==> src/rtl/spio_defs.svh <==
// Register offsets, field positions, reset values and sizes of the shared pin port
`ifndef SPIO_DEFS_SVH
`define SPIO_DEFS_SVH
`define SPIO_NPINS           16
`define SPIO_IMPL_MASK       16'h0fff
`define SPIO_NFUNC           4
`define SPIO_NINMAP          4
`define SPIO_OFF_DIR         12'h000
`define SPIO_OFF_LAT         12'h004
`define SPIO_OFF_PIN         12'h008
`define SPIO_OFF_ODC         12'h00c
`define SPIO_OFF_ANA         12'h010
`define SPIO_OFF_CNEN        12'h014
`define SPIO_OFF_CNPU        12'h018
`define SPIO_OFF_CNSTAT      12'h01c
`define SPIO_OFF_INMAP0      12'h020
`define SPIO_OFF_INMAP1      12'h024
`define SPIO_OFF_ROSB        12'h028
`define SPIO_OFF_ROSC        12'h02c
`define SPIO_RST_DIR         16'hffff
`define SPIO_RST_ANA         16'h0000
`define SPIO_SEL_LO          5
`define SPIO_SEL_HI_LSB      8
`define SPIO_SEL_HI          13
`define SPIO_FIELD_MASK      16'h3f3f
`endif

==> src/rtl/spio_pkg.sv <==
// Types shared by the shared pin port
package spio_pkg;
  typedef logic [15:0] spio_word_t;
  typedef logic [5:0]  spio_sel_t;
endpackage : spio_pkg

==> src/rtl/spio_port.sv <==
// Shared pin general purpose port with change notify and pin remapping
//
// Contract
// - Active peripheral drive disables port driver
// - Idle enabled peripheral lets port drive
// - Port output never loops into peripheral input
// - Direction bit one input, zero output
// - Reset sets all pins to input
// - Latch reads and writes latch
// - Pin register reads pins, writes latch
// - Unimplemented bits read zero (ODC, ANA, CNEN, CNPU read back bits 15:12 as written)
// - Open-drain bit drives low only
// - Analog config resets to zero
// - Analog pins read low
// - Change on selected pins raises interrupt
// - Change enable bit gates interrupt
// - Pull-up enable bit turns on pull-up
// - Six-bit selector per remappable input
// - First remap register pins nine, eight
// - Second remap register pins eleven, ten
// - Input-only shared pin is plain port
//
// The placing of the registers and register access over APB are this design's own decisions.
`timescale 1ns/100ps
`default_nettype none
`include "spio_defs.svh"

module spio_port
  import spio_pkg::*;
(
  input  wire logic                      clk,
  input  wire logic                      reset,
  input  wire logic                      psel,
  input  wire logic                      penable,
  input  wire logic                      pwrite,
  input  wire logic [11:0]               paddr,
  input  wire logic [31:0]               pwdata,
  output logic                           pready,
  output logic [31:0]                    prdata,
  output logic                           pslverr,
  input  wire logic [15:0]               pinIn,
  output logic [15:0]                    pinOut,
  output logic [15:0]                    pinOeN,
  output logic [15:0]                    pullupEn,
  output logic [15:0]                    analogSel,
  input  wire logic [15:0]               perEnable,
  input  wire logic [15:0]               perDriveActive,
  input  wire logic [15:0]               perOut,
  input  wire logic [15:0]               perOeN,
  output logic [15:0]                    perIn,
  input  wire logic [`SPIO_NFUNC*16-1:0] remapFuncOut,
  output logic [`SPIO_NINMAP-1:0]        remapIn,
  output logic                           changeIrq
);

  // ==========================================================
  // Register storage
  spio_word_t dir_reg;
  spio_word_t lat_reg;
  spio_word_t odc_reg;
  spio_word_t ana_reg;
  spio_word_t cnen_reg;
  spio_word_t cnpu_reg;
  spio_word_t cnstat_reg;
  spio_word_t prev_reg;
  spio_word_t rosb_reg;
  spio_word_t rosc_reg;
  spio_word_t inmap0_reg;
  spio_word_t inmap1_reg;
  spio_word_t pinSample_reg;
  logic [31:0] rdata_next;
  logic        wrEn;
  logic        rdEn;
  logic        mapped;
  spio_word_t  wd;
  spio_word_t  cnstat_next;
  spio_word_t  changeHit;
  spio_word_t  remapOut;
  spio_word_t  remapOeN;
  spio_word_t  remapUsed;
  spio_word_t  portOwnN;
  // Implemented pins as a constant so single bits can be selected
  localparam spio_word_t implPins = `SPIO_IMPL_MASK;

  assign wd   = pwdata[15:0];
  assign wrEn = psel && penable && pwrite;
  assign rdEn = psel && penable && !pwrite;

  // ==========================================================
  // APB slave: zero wait states, error on unmapped address
  assign pready = 1'b1;

  always_comb
  begin
    mapped     = 1'b1;
    rdata_next = 32'h00000000;
    case (paddr)
      `SPIO_OFF_DIR:    rdata_next[15:0] = dir_reg & `SPIO_IMPL_MASK;
      `SPIO_OFF_LAT:    rdata_next[15:0] = lat_reg & `SPIO_IMPL_MASK;
      `SPIO_OFF_PIN:    rdata_next[15:0] = pinSample_reg & ~analogSel & `SPIO_IMPL_MASK;
      `SPIO_OFF_ODC:    rdata_next[15:0] = odc_reg;
      `SPIO_OFF_ANA:    rdata_next[15:0] = ana_reg;
      `SPIO_OFF_CNEN:   rdata_next[15:0] = cnen_reg;
      `SPIO_OFF_CNPU:   rdata_next[15:0] = cnpu_reg;
      `SPIO_OFF_CNSTAT: rdata_next[15:0] = cnstat_reg;
      `SPIO_OFF_INMAP0: rdata_next[15:0] = inmap0_reg;
      `SPIO_OFF_INMAP1: rdata_next[15:0] = inmap1_reg;
      `SPIO_OFF_ROSB:   rdata_next[15:0] = rosb_reg;
      `SPIO_OFF_ROSC:   rdata_next[15:0] = rosc_reg;
      default:          mapped = 1'b0;
    endcase
  end

  assign prdata  = rdEn ? rdata_next : 32'h00000000;
  assign pslverr = psel && penable && !mapped;

  // ==========================================================
  // Direction, reset to all inputs
  always_ff @(posedge clk or posedge reset)
  begin
    if (reset)
      dir_reg <= `SPIO_RST_DIR;
    else if (wrEn && paddr == `SPIO_OFF_DIR)
      dir_reg <= wd;
  end

  // Latch, written through either latch or pin address
  always_ff @(posedge clk or posedge reset)
  begin
    if (reset)
      lat_reg <= 16'h0000;
    else if (wrEn && (paddr == `SPIO_OFF_LAT || paddr == `SPIO_OFF_PIN))
      lat_reg <= wd;
  end

  // Configuration registers
  always_ff @(posedge clk or posedge reset)
  begin
    if (reset)
    begin
      odc_reg    <= 16'h0000;
      ana_reg    <= `SPIO_RST_ANA;
      cnen_reg   <= 16'h0000;
      cnpu_reg   <= 16'h0000;
      inmap0_reg <= 16'h0000;
      inmap1_reg <= 16'h0000;
      rosb_reg   <= 16'h0000;
      rosc_reg   <= 16'h0000;
    end
    else if (wrEn)
    begin
      case (paddr)
        `SPIO_OFF_ODC:    odc_reg <= wd;
        `SPIO_OFF_ANA:    ana_reg <= wd;
        `SPIO_OFF_CNEN:   cnen_reg <= wd;
        `SPIO_OFF_CNPU:   cnpu_reg <= wd;
        `SPIO_OFF_INMAP0: inmap0_reg <= wd & `SPIO_FIELD_MASK;
        `SPIO_OFF_INMAP1: inmap1_reg <= wd & `SPIO_FIELD_MASK;
        `SPIO_OFF_ROSB:   rosb_reg <= wd & `SPIO_FIELD_MASK;
        `SPIO_OFF_ROSC:   rosc_reg <= wd & `SPIO_FIELD_MASK;
        default:          odc_reg <= odc_reg;
      endcase
    end
  end

  // Pin sampling register for reads and change detection
  always_ff @(posedge clk or posedge reset)
  begin
    if (reset)
      pinSample_reg <= 16'h0000;
    else
      pinSample_reg <= pinIn & `SPIO_IMPL_MASK;
  end

  // ==========================================================
  // Analog selection: bit clear means analog, on implemented pins
  assign analogSel = ~ana_reg & `SPIO_IMPL_MASK;
  assign pullupEn  = cnpu_reg & `SPIO_IMPL_MASK;

  // ==========================================================
  // Remappable outputs on pins 8 to 11; function 0 leaves the pin unused
  genvar g;
  generate
    for (g = 0; g < 16; g = g + 1)
    begin : gRemap
      if (g >= 8 && g <= 11)
      begin : gSel
        logic [5:0] fsel;
        assign fsel = (g == 8)  ? rosb_reg[`SPIO_SEL_LO:0] :
                      (g == 9)  ? rosb_reg[`SPIO_SEL_HI:`SPIO_SEL_HI_LSB] :
                      (g == 10) ? rosc_reg[`SPIO_SEL_LO:0] :
                                  rosc_reg[`SPIO_SEL_HI:`SPIO_SEL_HI_LSB];
        assign remapUsed[g] = (fsel != 6'h00) && (fsel <= 6'(`SPIO_NFUNC));
        assign remapOut[g]  = remapUsed[g] ? remapFuncOut[(int'(fsel) - 1) * 16 + g] : 1'b0;
        assign remapOeN[g]  = !remapUsed[g];
      end
      else
      begin : gNone
        assign remapUsed[g] = 1'b0;
        assign remapOut[g]  = 1'b0;
        assign remapOeN[g]  = 1'b1;
      end
    end
  endgenerate

  // ==========================================================
  // Ownership mux: active peripheral or remapped function overrides port
  always_comb
  begin
    portOwnN = (perEnable & perDriveActive) | remapUsed;
    for (int i = 0; i < 16; i = i + 1)
    begin
      if (!implPins[i])
      begin
        pinOut[i] = 1'b0;
        pinOeN[i] = 1'b1;
      end
      else if (remapUsed[i])
      begin
        pinOut[i] = remapOut[i];
        pinOeN[i] = remapOeN[i];
      end
      else if (portOwnN[i])
      begin
        pinOut[i] = perOut[i];
        pinOeN[i] = perOeN[i];
      end
      else if (odc_reg[i])
      begin
        pinOut[i] = 1'b0;
        pinOeN[i] = dir_reg[i] | lat_reg[i];
      end
      else
      begin
        pinOut[i] = lat_reg[i];
        pinOeN[i] = dir_reg[i];
      end
    end
  end

  // Peripheral inputs: pin level, masked while the port itself drives (no loop-through)
  assign perIn = pinIn & ~(~portOwnN & ~dir_reg) & `SPIO_IMPL_MASK;

  // Remappable peripheral inputs, selected by six-bit fields
  generate
    for (g = 0; g < `SPIO_NINMAP; g = g + 1)
    begin : gInMap
      logic [5:0] isel;
      assign isel = (g == 0) ? inmap0_reg[`SPIO_SEL_LO:0] :
                    (g == 1) ? inmap0_reg[`SPIO_SEL_HI:`SPIO_SEL_HI_LSB] :
                    (g == 2) ? inmap1_reg[`SPIO_SEL_LO:0] :
                               inmap1_reg[`SPIO_SEL_HI:`SPIO_SEL_HI_LSB];
      assign remapIn[g] = (isel < 6'd16) ? perIn[isel[3:0]] : 1'b0;
    end
  endgenerate

  // ==========================================================
  // Change notification: compare with previous level, sticky status
  assign changeHit = (pinSample_reg ^ prev_reg) & cnen_reg;

  always_ff @(posedge clk or posedge reset)
  begin
    if (reset)
      prev_reg <= 16'h0000;
    else
      prev_reg <= pinSample_reg;
  end

  // Write-one-to-clear; a new change in the same cycle wins
  always_comb
  begin
    cnstat_next = cnstat_reg;
    if (wrEn && paddr == `SPIO_OFF_CNSTAT)
      cnstat_next = cnstat_next & ~wd;
    cnstat_next = cnstat_next | changeHit;
  end

  always_ff @(posedge clk or posedge reset)
  begin
    if (reset)
      cnstat_reg <= 16'h0000;
    else
      cnstat_reg <= cnstat_next;
  end

  assign changeIrq = |cnstat_reg;

  // ==========================================================
  // Assertions
  a_dir_reset: assert property (@(posedge clk) $fell(reset) |-> dir_reg == 16'hffff)
    else $error("direction not all inputs after reset");
  a_lat_write: assert property (@(posedge clk) disable iff (reset)
    wrEn && paddr == 12'h008 |=> lat_reg == $past(wd))
    else $error("pin register write did not update latch");
  a_active_per: assert property (@(posedge clk) disable iff (reset)
    (perEnable[1] && perDriveActive[1]) |-> pinOeN[1] == perOeN[1] && pinOut[1] == perOut[1])
    else $error("port drove pin owned by active peripheral");
  a_per_idle: assert property (@(posedge clk) disable iff (reset)
    (perEnable[1] && !perDriveActive[1] && !odc_reg[1] && !dir_reg[1]) |->
      !pinOeN[1] && pinOut[1] == lat_reg[1])
    else $error("port not driving pin of idle peripheral");
  a_port_drive: assert property (@(posedge clk) disable iff (reset)
    (!perDriveActive[0] && !odc_reg[0] && !dir_reg[0]) |-> !pinOeN[0] && pinOut[0] == lat_reg[0])
    else $error("port not driving its output pin");
  a_dir_input: assert property (@(posedge clk) disable iff (reset)
    (dir_reg[3] && !(perEnable[3] && perDriveActive[3])) |-> pinOeN[3])
    else $error("input pin driven by port");
  a_no_loop: assert property (@(posedge clk) disable iff (reset)
    (!perDriveActive[1] && !dir_reg[1]) |-> !perIn[1])
    else $error("port output looped into peripheral");
  a_odc_high: assert property (@(posedge clk) disable iff (reset)
    (odc_reg[0] && lat_reg[0] && !perDriveActive[0] && !dir_reg[0]) |-> pinOeN[0])
    else $error("open drain pin driven high");
  a_unimpl_zero: assert property (@(posedge clk) disable iff (reset)
    rdEn && (paddr == `SPIO_OFF_DIR || paddr == `SPIO_OFF_LAT || paddr == `SPIO_OFF_PIN)
      |-> prdata[15:12] == 4'h0)
    else $error("unimplemented bits read nonzero");
  a_unimpl_oe: assert property (@(posedge clk) disable iff (reset)
    pinOeN[15:12] == 4'hf)
    else $error("unimplemented pin driven");
  a_analog_read: assert property (@(posedge clk) disable iff (reset)
    rdEn && paddr == `SPIO_OFF_PIN |-> (prdata[15:0] & analogSel) == 16'h0000)
    else $error("analog pin read high");
  a_change_irq: assert property (@(posedge clk) disable iff (reset)
    |changeHit |=> changeIrq)
    else $error("change did not raise interrupt");
  a_irq_hold: assert property (@(posedge clk) disable iff (reset)
    changeIrq && !(wrEn && paddr == 12'h01c) |=> changeIrq)
    else $error("pending change dropped without clear");
  a_change_clear: assert property (@(posedge clk) disable iff (reset)
    wrEn && paddr == `SPIO_OFF_CNSTAT && wd[2] && !changeHit[2] |=> !cnstat_reg[2])
    else $error("change status not cleared");
  a_ana_reset: assert property (@(posedge clk) $fell(reset) |-> ana_reg == 16'h0000)
    else $error("analog config not zero after reset");
  a_remap_field: assert property (@(posedge clk) disable iff (reset)
    rdEn && (paddr == `SPIO_OFF_ROSB || paddr == `SPIO_OFF_ROSC) |->
      prdata[15:14] == 2'b00 && prdata[7:6] == 2'b00)
    else $error("remap unimplemented bits set");
  a_remap_pin8: assert property (@(posedge clk) disable iff (reset)
    rosb_reg[5:0] == 6'h01 |-> !pinOeN[8] && pinOut[8] == remapFuncOut[8])
    else $error("remapped pin 8 not driven by function");
  a_inmap_sel: assert property (@(posedge clk) disable iff (reset)
    inmap0_reg[5:0] == 6'h05 |-> remapIn[0] == perIn[5])
    else $error("remapped input not taken from selected pin");
  a_inmap_range: assert property (@(posedge clk) disable iff (reset)
    inmap0_reg[13:8] >= 6'd16 |-> !remapIn[1])
    else $error("out of range input selector not zero");

endmodule : spio_port
`default_nettype wire

==> config.mk <==
export PLATFORM = sky130hd
export DESIGN_NAME = spio_port
export DESIGN_NICKNAME = d
export VERILOG_FILES = /design/src/rtl/spio_pkg.sv /design/src/rtl/spio_port.sv
export VERILOG_INCLUDE_DIRS = /design/src /design/src/rtl
export SDC_FILE = /design/constraint.sdc
export NUM_CORES = 1
export LEC_CHECK = 0
export BUFFER_PORTS_ARGS = -buffer_cell sky130_fd_sc_hd__buf_4
export CORE_MARGIN = 10
export CORE_UTILIZATION = 40
export DETAILED_ROUTE_END_ITERATION = 12
export PLACE_DENSITY_LB_ADDON = 0.12
export SLEW_MARGIN = 20
export SYNTH_ARGS = -nofsm -noshare
export SYNTH_HDL_FRONTEND = slang
export SYNTH_SLANG_ARGS = --single-unit
==> constraint.sdc <==
create_clock -name clk -period 11.95 [get_ports clk]
set_input_delay 2.39 -clock clk [delete_from_list [all_inputs] [get_ports clk]]
set_output_delay 2.39 -clock clk [all_outputs]
set_load 0.01 [all_outputs]
Yosys cells after proc, flatten, opt, wreduce, memory -nomap -nowiden
Index checks and enable logic that the tools add are counted.
{"block": "word_totals", "inputBits": 193, "word_cells": 192, "output_inout_bits": 119, "regBits": 176}
{"block": "op_classes", "reduce_logical": 33, "n_bitwise": 27, "add_sub_neg": 8, "n_mux": 84, "n_eq_ne": 11, "n_lt_le_gt_ge": 16}
{"operator": "case mux 16 bit (12 select lines)", "count": 1}
{"operator": "two-way mux 1 bit", "count": 73}
{"operator": "inverter 12 bit", "count": 5}
{"operator": "adder 11 x 5 -> 12 bit, second input constant", "count": 4}
{"operator": "AND 12 bit", "count": 4}
{"operator": "== test 12 x 5 -> 1 bit, second input constant", "count": 4}
{"operator": "== test 12 x 6 -> 1 bit, second input constant", "count": 4}
{"operator": "< comparator 12 x 8 -> 1 bit, second input constant", "count": 4}
{"operator": "two-way mux 16 bit", "count": 2}
{"operator": "subtractor 6 x 1 -> 7 bit, second input constant", "count": 4}
{"operator": "binary-select mux 1 bit (select 6 bit)", "count": 4}
{"operator": "== test 12 x 4 -> 1 bit, second input constant", "count": 2}
{"operator": "<= comparator 6 x 3 -> 1 bit, second input constant", "count": 4}
{"operator": "< comparator 6 x 5 -> 1 bit, second input constant", "count": 4}
{"operator": "nonzero test 6 bit", "count": 4}
{"operator": "< comparator 4 x 5 -> 1 bit, second input constant", "count": 4}
{"operator": "AND 12 x 16 -> 16 bit", "count": 1}
{"operator": "AND 16 bit", "count": 1}
{"operator": "binary-select mux 1 bit (select 4 bit)", "count": 4}
{"operator": "inverter 16 bit", "count": 1}
{"operator": "bitwise OR 16 bit", "count": 1}
{"operator": "AND reduction 2 bit", "count": 8}
{"operator": "OR reduction 16 bit", "count": 1}
{"operator": "== test 12 x 3 -> 1 bit, second input constant", "count": 1}
{"operator": "8 further kinds", "count": 34}

Depth between registers and ports, before layout
Gate-level depths: netlist (run 1).
{"block": "logic_depth", "ltp_word": 10, "mapped_depth": 9, "ltp_nobuf": 7}

Worst setup path after synthesis (run 1)
No wires, ideal clock.
{"block": "synth_path", "path_kind": "input -> output", "start": "input port paddr[5]", "end": "output port prdata[10]", "path_stages": 7, "arrival_ps": 4346, "slack_ps": 5214, "required_ps": 9560, "path_buffers": 3, "cell_sequence": "clkbuf_1 > or4b_2 > buf_2 > nor3_1 > clkbuf_1 > a22oi_1 > a31oi_1"}
{"block": "synth_via", "elab_chain_len": 3, "elab_cells_between_ends": 14, "classes_between": "11 x eq/ne; 2 x mux; 1 x reduce/logical"}
{"item": "start, declared", "line_no": "spio_port.sv:36", "text": "input wire logic [11:0] paddr,"}
{"item": "== test 12 x 6 -> 1 bit (tied with other cells)", "line_no": "spio_port.sv:97", "text": "case (paddr)"}
{"item": "case mux 16 bit (12 select lines) (*)", "line_no": "spio_port.sv:97"}
{"item": "two-way mux 16 bit (*)", "line_no": "spio_port.sv:114", "text": "assign prdata = rdEn ? rdata_next : 32'h00000000;"}
{"item": "end, declared", "line_no": "spio_port.sv:39", "text": "output logic [31:0] prdata,"}
Mark *: on every way between the ends. The rest lies on a longest branch, timed or not.

Worst setup path in the final report (run 1)
{"block": "layout_path", "start": "input port paddr[4]", "end": "output port prdata[8]"}
The elaborated chain is that of the path after synthesis.

==> flow_summary.yaml, run 1 <==
floorplanning:
  die-area_um2: 31600
  die_h_um: 178
  start_util: 0.409
  core_um2: 24400
  ioPinCount: 312
  placementRows: 57
  dieWidth_um: 178
setup_path:
  path_cells: "buf_4, or4_1, or3_1, nor2_1, a22oi_1, a31oi_1, buf_4"
  start_kind: "input pin"
  slowest_stage: "nor2_1"
  r2r_start: "pinSample_reg[10]$_DFF_PP0_"
  required_ns: 9.56
  end_kind: "output port"
  critPathMaxStageDelay_ns: 0.93
  r2r-end: "cnstat_reg[10]$_DFF_PP0_"
  critPathKind: "input pin to output port"
  ff2ff_path_depth: 2
  arrival_ns: 5.52
  crit_start: "paddr[4]"
  path_max_fanout: 21
  r2r_setup_slack_ns: 11.02
  cp_common_cell: "buf_4"
  crit_end: "prdata[8]"
cts:
  h-tree-depth: 4
  cts_setup_buffers: 0
  ctsLongestPathBuffers: 2
  path_clk_slew_ns: 0.07
  cts_hold_buf: 0
  clock_sinks: 176
  clock-root-buffer: "clkbuf_16"
  ctsResizeCount: 0
  clkLatencyLatePin_ns: 0.44
  cts_buffers: 17
  cts_tree: "yes"
timing:
  max_clock_freq_mhz: 126
  hold_viol_final: 0
  relSlewSlack: 0.219
  finClkSkew_ns: 0.00678
  finalMaxSlewViolations: 0
  whs_ns: 0.423
  fin_tns_setup_ns: 0
  tightest_slew_ns: 1.17
  fin_crit_ns: 7.91
  fin_crit_sh: 0.662
  setup_viol: 0
  rsz0062_at_grt: "no"
placement:
  dp_hpwl_mm: 24.6
  gp_congestion: 0.865
  placedCellCount: 1380
  port-buffer-count: 190
yosys:
  dominantRegCellSynth: "dfrtp_1"
  synth_edf_count: 0
  ys_ff_latch: 176
  seq_area_frac_synth: 0.443
  syn_inst: 926
  yosysTopAreaCell: "dfrtp_1"
  yosys.cell_count.top_type: "dfrtp_1"
  synthTopCellsByArea: "dfrtp_1 (41%), mux2_2 (13%), buf_4 (4.1%)"
  synth-async-reset-ratio: 1.00
  synthTopCellsByCount: "dfrtp_1 (164), mux2_2 (117), nand2_1 (96)"
  syn_avg_cell_area_um2: 10.8
  netlist_area_um2: 9970
  synthDistinctLibCells: 66
  synth_top_area_frac: 0.412
  synth_warnings: 0
min_path:
  hold_path_class: "register to register"
  hold_path_depth: 0
power:
  p_leak_nw: 5.72
  pwr_density_cell_nw_per_um2: 108
  total_power_mw: 1.29
  ir_worst_vdd_mv: 0.0721
flow_run:
  drv_cap: 0
routing:
  antenna_left: 0
  via_per_inst: 5.66
  routedWlPerCell_um: 23.9
  wl_mm: 33.8
  via_count: 7993
  drt_iter0_markers: 572
  drc_errors: 0
  first_pass_iters: 5
final_layout:
  fin_cells: 1413
  final_nets: 1273
  multi_input_area_um2: 4970
  seqCellArea_um2: 4420
  num_antenna_cells: 0
  fillers: 2298
  drive_gt1_frac: 0.380
  area_delta_synth_final_pct: 20.5
global_routing:
  grt_overflow: 0
  track_usage: 0.209
  antenna_found_initial: 0
  first_global_vias: 7952
  grt_pass1_wl_mm: 50.0
  grt_max_degree: 65
outcome:
  status: "finished clean"
## through the flow
| step | worst slack (ns) | cell area (um2) | util |
|---|---|---|---|
| after floorplan | 4.81 | 10100 | - |
| after CTS | 4.13 | 12000 | 0.492 |
| after global routing | 4.09 | 12000 | 0.492 |
| final | 4.04 | 12000 | 0.492 |
| after global placement | 4.12 | 11400 | 0.468 |
| after detailed placement | 4.14 | 11400 | 0.468 |
## worst min path at each step
stage	start	slack [ns]	endpoint
2_1_floorplan	pinSample_reg[10]$_DFF_PP0_	0.38	prev_reg[10]$_DFF_PP0_
3_3_place_gp	pinSample_reg[6]$_DFF_PP0_	0.40	prev_reg[6]$_DFF_PP0_
3_5_place_dp	pinSample_reg[6]$_DFF_PP0_	0.41	prev_reg[6]$_DFF_PP0_
4_1_cts	pinSample_reg[6]$_DFF_PP0_	0.42	prev_reg[6]$_DFF_PP0_
5_1_grt	pinSample_reg[6]$_DFF_PP0_	0.43	prev_reg[6]$_DFF_PP0_
6_report	pinSample_reg[6]$_DFF_PP0_	0.42	prev_reg[6]$_DFF_PP0_
## routing by layer
metal / vias up / wire [um] / track usage
met3: 36 / 2970 / 0.0497
met2: 352 / 15400 / 0.323
met1: 3978 / 15000 / 0.288
met5: - / 0 / 0
met4: 0 / 478 / 0.0587
li1: 3627 / - / -
## layout by cell type, fill, tap and decap left out, types with 5 or more instances in the layout
cell type  instances
nor3_1            16
mux2i_1           15
or4_1              7
mux2_2           117
conb_1            37
a21boi_0           5
nand2_1           96
a22oi_1           21
clkbuf_16         17
nand3_1           19
nor4_4             6
o22ai_1            5
a31o_2             5
inv_6              8
dfstp_2           12
or4b_2             5
a21oi_1           37
xor2_1            16
mux4_2            17
a31oi_1           13
nor2_1            31
buf_4            200
a21o_1             5
o21ai_0           39
mux2_4            10
nor2b_1           11
nor4_1            10
dfrtp_1          164
inv_1             31
a22o_1            14
nand3b_1          16
## critical path: cells and delay by family
kind / cells / cell delay, ns
AO/OA/AOI/OAI: 2 / 0.59
buffers and inverters: 2 / 0.40
AND/OR/NAND/NOR: 3 / 2.13
## power breakdown
| group | switching, mW | internal [mW] | leakage, nW |
|---|---|---|---|
| clock | 0.264 | 0.293 | 0.270 |
| sequential | 0.00462 | 0.601 | 2.26 |
| combinational | 0.0784 | 0.0513 | 3.19 |
## logic make-up (layout without fill, tap and decap cells)
family	after synthesis	in the layout	share of synthesized area
AOI/OAI and AO/OA	186	186	0.128
other	2	37	0.000753
buffers and inverters	137	265	0.0764
and+or+nand+nor	246	246	0.132
xor gates and xnor gates	16	16	0.0141
DFF	176	176	0.443
muxes	159	159	0.201
adders and majority gates	4	4	0.00502
## final cells by class
type,count,share of cell area
well taps,324,0.0338
clock buffers,17,0.0354
multi-input cells,648,0.414
flip-flops and latches,176,0.368
clock inverters,15,0.0122
inverters,32,0.0104
repair buffers,201,0.126
No activity file was read; power rests on OpenSTA's default activity.
==> run 2, diff against run 1 <==
==> constraint.sdc (replaced) <==
create_clock -name clk -period 6.64 [get_ports clk]
set_input_delay 1.328 -clock clk [delete_from_list [all_inputs] [get_ports clk]]
set_output_delay 1.328 -clock clk [all_outputs]
set_load 0.01 [all_outputs]
==> run 2 against run 1 <==
Effect of this change:
- via count up 0.34%
- register-to-register slack got worse by 5.3 ns
- power is 86% higher
==> flow_summary.yaml, run 2 (synthesis gave the netlist of run 1 again) <==
outcome:
  status: "finished clean"
global_routing:
  grt_max_degree: 91
  track_usage: 0.213
  antenna_found_initial: 0
  grt_pass1_wl_mm: 51.1
  grt_overflow: 0
  first_global_vias: 8235
cts:
  cts_setup_buffers: 0
  cts_hold_buf: 0
  clkLatencyLatePin_ns: 0.44
  clock_sinks: 176
  cts_buffers: 17
  h-tree-depth: 4
  clock-root-buffer: "clkbuf_16"
  cts_tree: "yes"
  ctsResizeCount: 0
  ctsLongestPathBuffers: 2
  path_clk_slew_ns: 0.07
setup_path:
  path_cells: "buf_4, or4_1, or3_1, nor2_1, a222oi_1, a21oi_1, buf_4"
  critPathMaxStageDelay_ns: 0.69
  cp_common_cell: "buf_4"
  r2r_start: "inmap0_reg[0]$_DFFE_PP0P_"
  required_ns: 5.31
  crit_start: "paddr[4]"
  arrival_ns: 3.99
  critPathKind: "input pin to output port"
  slowest_stage: "or4_1"
  path_max_fanout: 21
  end_kind: "output port"
  start_kind: "input pin"
final_layout:
  drive_gt1_frac: 0.382
  final_common_cell: "buf_4"
  final_nets: 1277
  fillers: 2326
  design_area_um2: 12100
  num_antenna_cells: 0
  final_cell_mix: "buf_4 (203), dfrtp_1 (164), mux2_2 (117), nand2_1 (96), o21ai_0 (39)"
  area_delta_synth_final_pct: 21.3
timing:
  setup_viol: 0
  tightest_slew_ns: 1.13
  fin_crit_ns: 5.31
  finalMaxSlewViolations: 0
  finClkSkew_ns: 0.0122
  hold_viol_final: 0
  fin_crit_sh: 0.800
  finalWorstSetupSlack_ns: 1.33
  rsz0062_at_grt: "no"
  fin_tns_setup_ns: 0
  max_clock_freq_mhz: 188
  relSlewSlack: 0.237
routing:
  drc_errors: 0
  first_pass_iters: 5
  routedWlPerCell_um: 24.2
  via_per_inst: 5.66
  drt_iter0_markers: 635
  antenna_left: 0
  wl_mm: 34.2
  via_count: 8020
placement:
  port-buffer-count: 190
  place_area_um2: 11400
  gp_congestion: 0.872
  preCtsSetupSlack_ns: 1.34
  dp_hpwl_mm: 25.0
floorplanning:
  die-area_um2: 31600
  die_h_um: 178
  core_um2: 24400
  dieWidth_um: 178
  placementRows: 57
  ioPinCount: 312
  start_util: 0.409
min_path:
  hp-start: "pinSample_reg[7]$_DFF_PP0_"
  hold_path_class: "register to register"
power:
  p_leak_nw: 5.78
  ir_worst_vdd_mv: 0.186
  pwr_density_cell_nw_per_um2: 199
flow_run:
  drv_cap: 0
==> run 2: where the power goes <==
group	leakage (nW)	switching, mW	internal (mW)
clock network	0.306	0.459	0.621
registers	2.26	0.00824	1.08
logic	3.22	0.142	0.0924
total	5.78	0.609	1.80
==> run 2: final cells by class <==
cell class | count | area, um2 | share of cell area
clock buffer | 19 | 453 | 0.0374
clock inverter | 13 | 173 | 0.0143
inverter | 32 | 125 | 0.0103
multi-input combinational | 648 | 4970 | 0.411
sequential | 176 | 4420 | 0.365
tap | 324 | 405 | 0.0335
timing repair buffer | 205 | 1550 | 0.128
==> run 2: routing by layer <==
| layer | global-route usage | part of all wire | vias up |
|---|---|---|---|
| met5 | 0 | 0 | - |
| li1 | - | - | 3626 |
| met4 | 0.0611 | 0.017 | 0 |
| met2 | 0.333 | 0.46 | 363 |
| met1 | 0.284 | 0.43 | 3998 |
| met3 | 0.0563 | 0.095 | 33 |
==> run 2: path summary, 6_finish.rpt <==
path                                                  end  slack (ns)  cells after the start
worst max-delay path                           prdata[11]        1.33                      7
worst min-delay path                prev_reg[7]$_DFF_PP0_        0.42                      0
worst max register to register  inmap0_reg[0]$_DFFE_PP0P_        5.72                      1
worst min register to register      prev_reg[7]$_DFF_PP0_        0.42                      0
max in group asynchronous         cnen_reg[0]$_DFFE_PP0P_        4.37                      3
min in group asynchronous         odc_reg[15]$_DFFE_PP0P_        1.05                      2
==> run 2: critical path: cells and delay by family <==
kind            cells  cell delay (ns)
compound gates      2             0.43
buf+inv             2             0.38
simple gates        3             1.86
==> run 2: per-stage QoR <==
stage,utilization,hold slack [ns],cells,power [mW]
after floorplan,-,0.385,961,1.24
after global placement,0.469,0.404,1383,1.34
after detailed placement,0.469,0.398,1383,1.34
after CTS,0.495,0.418,1415,2.41
after global routing,0.496,0.437,1417,2.48
final,0.496,0.418,1417,2.40
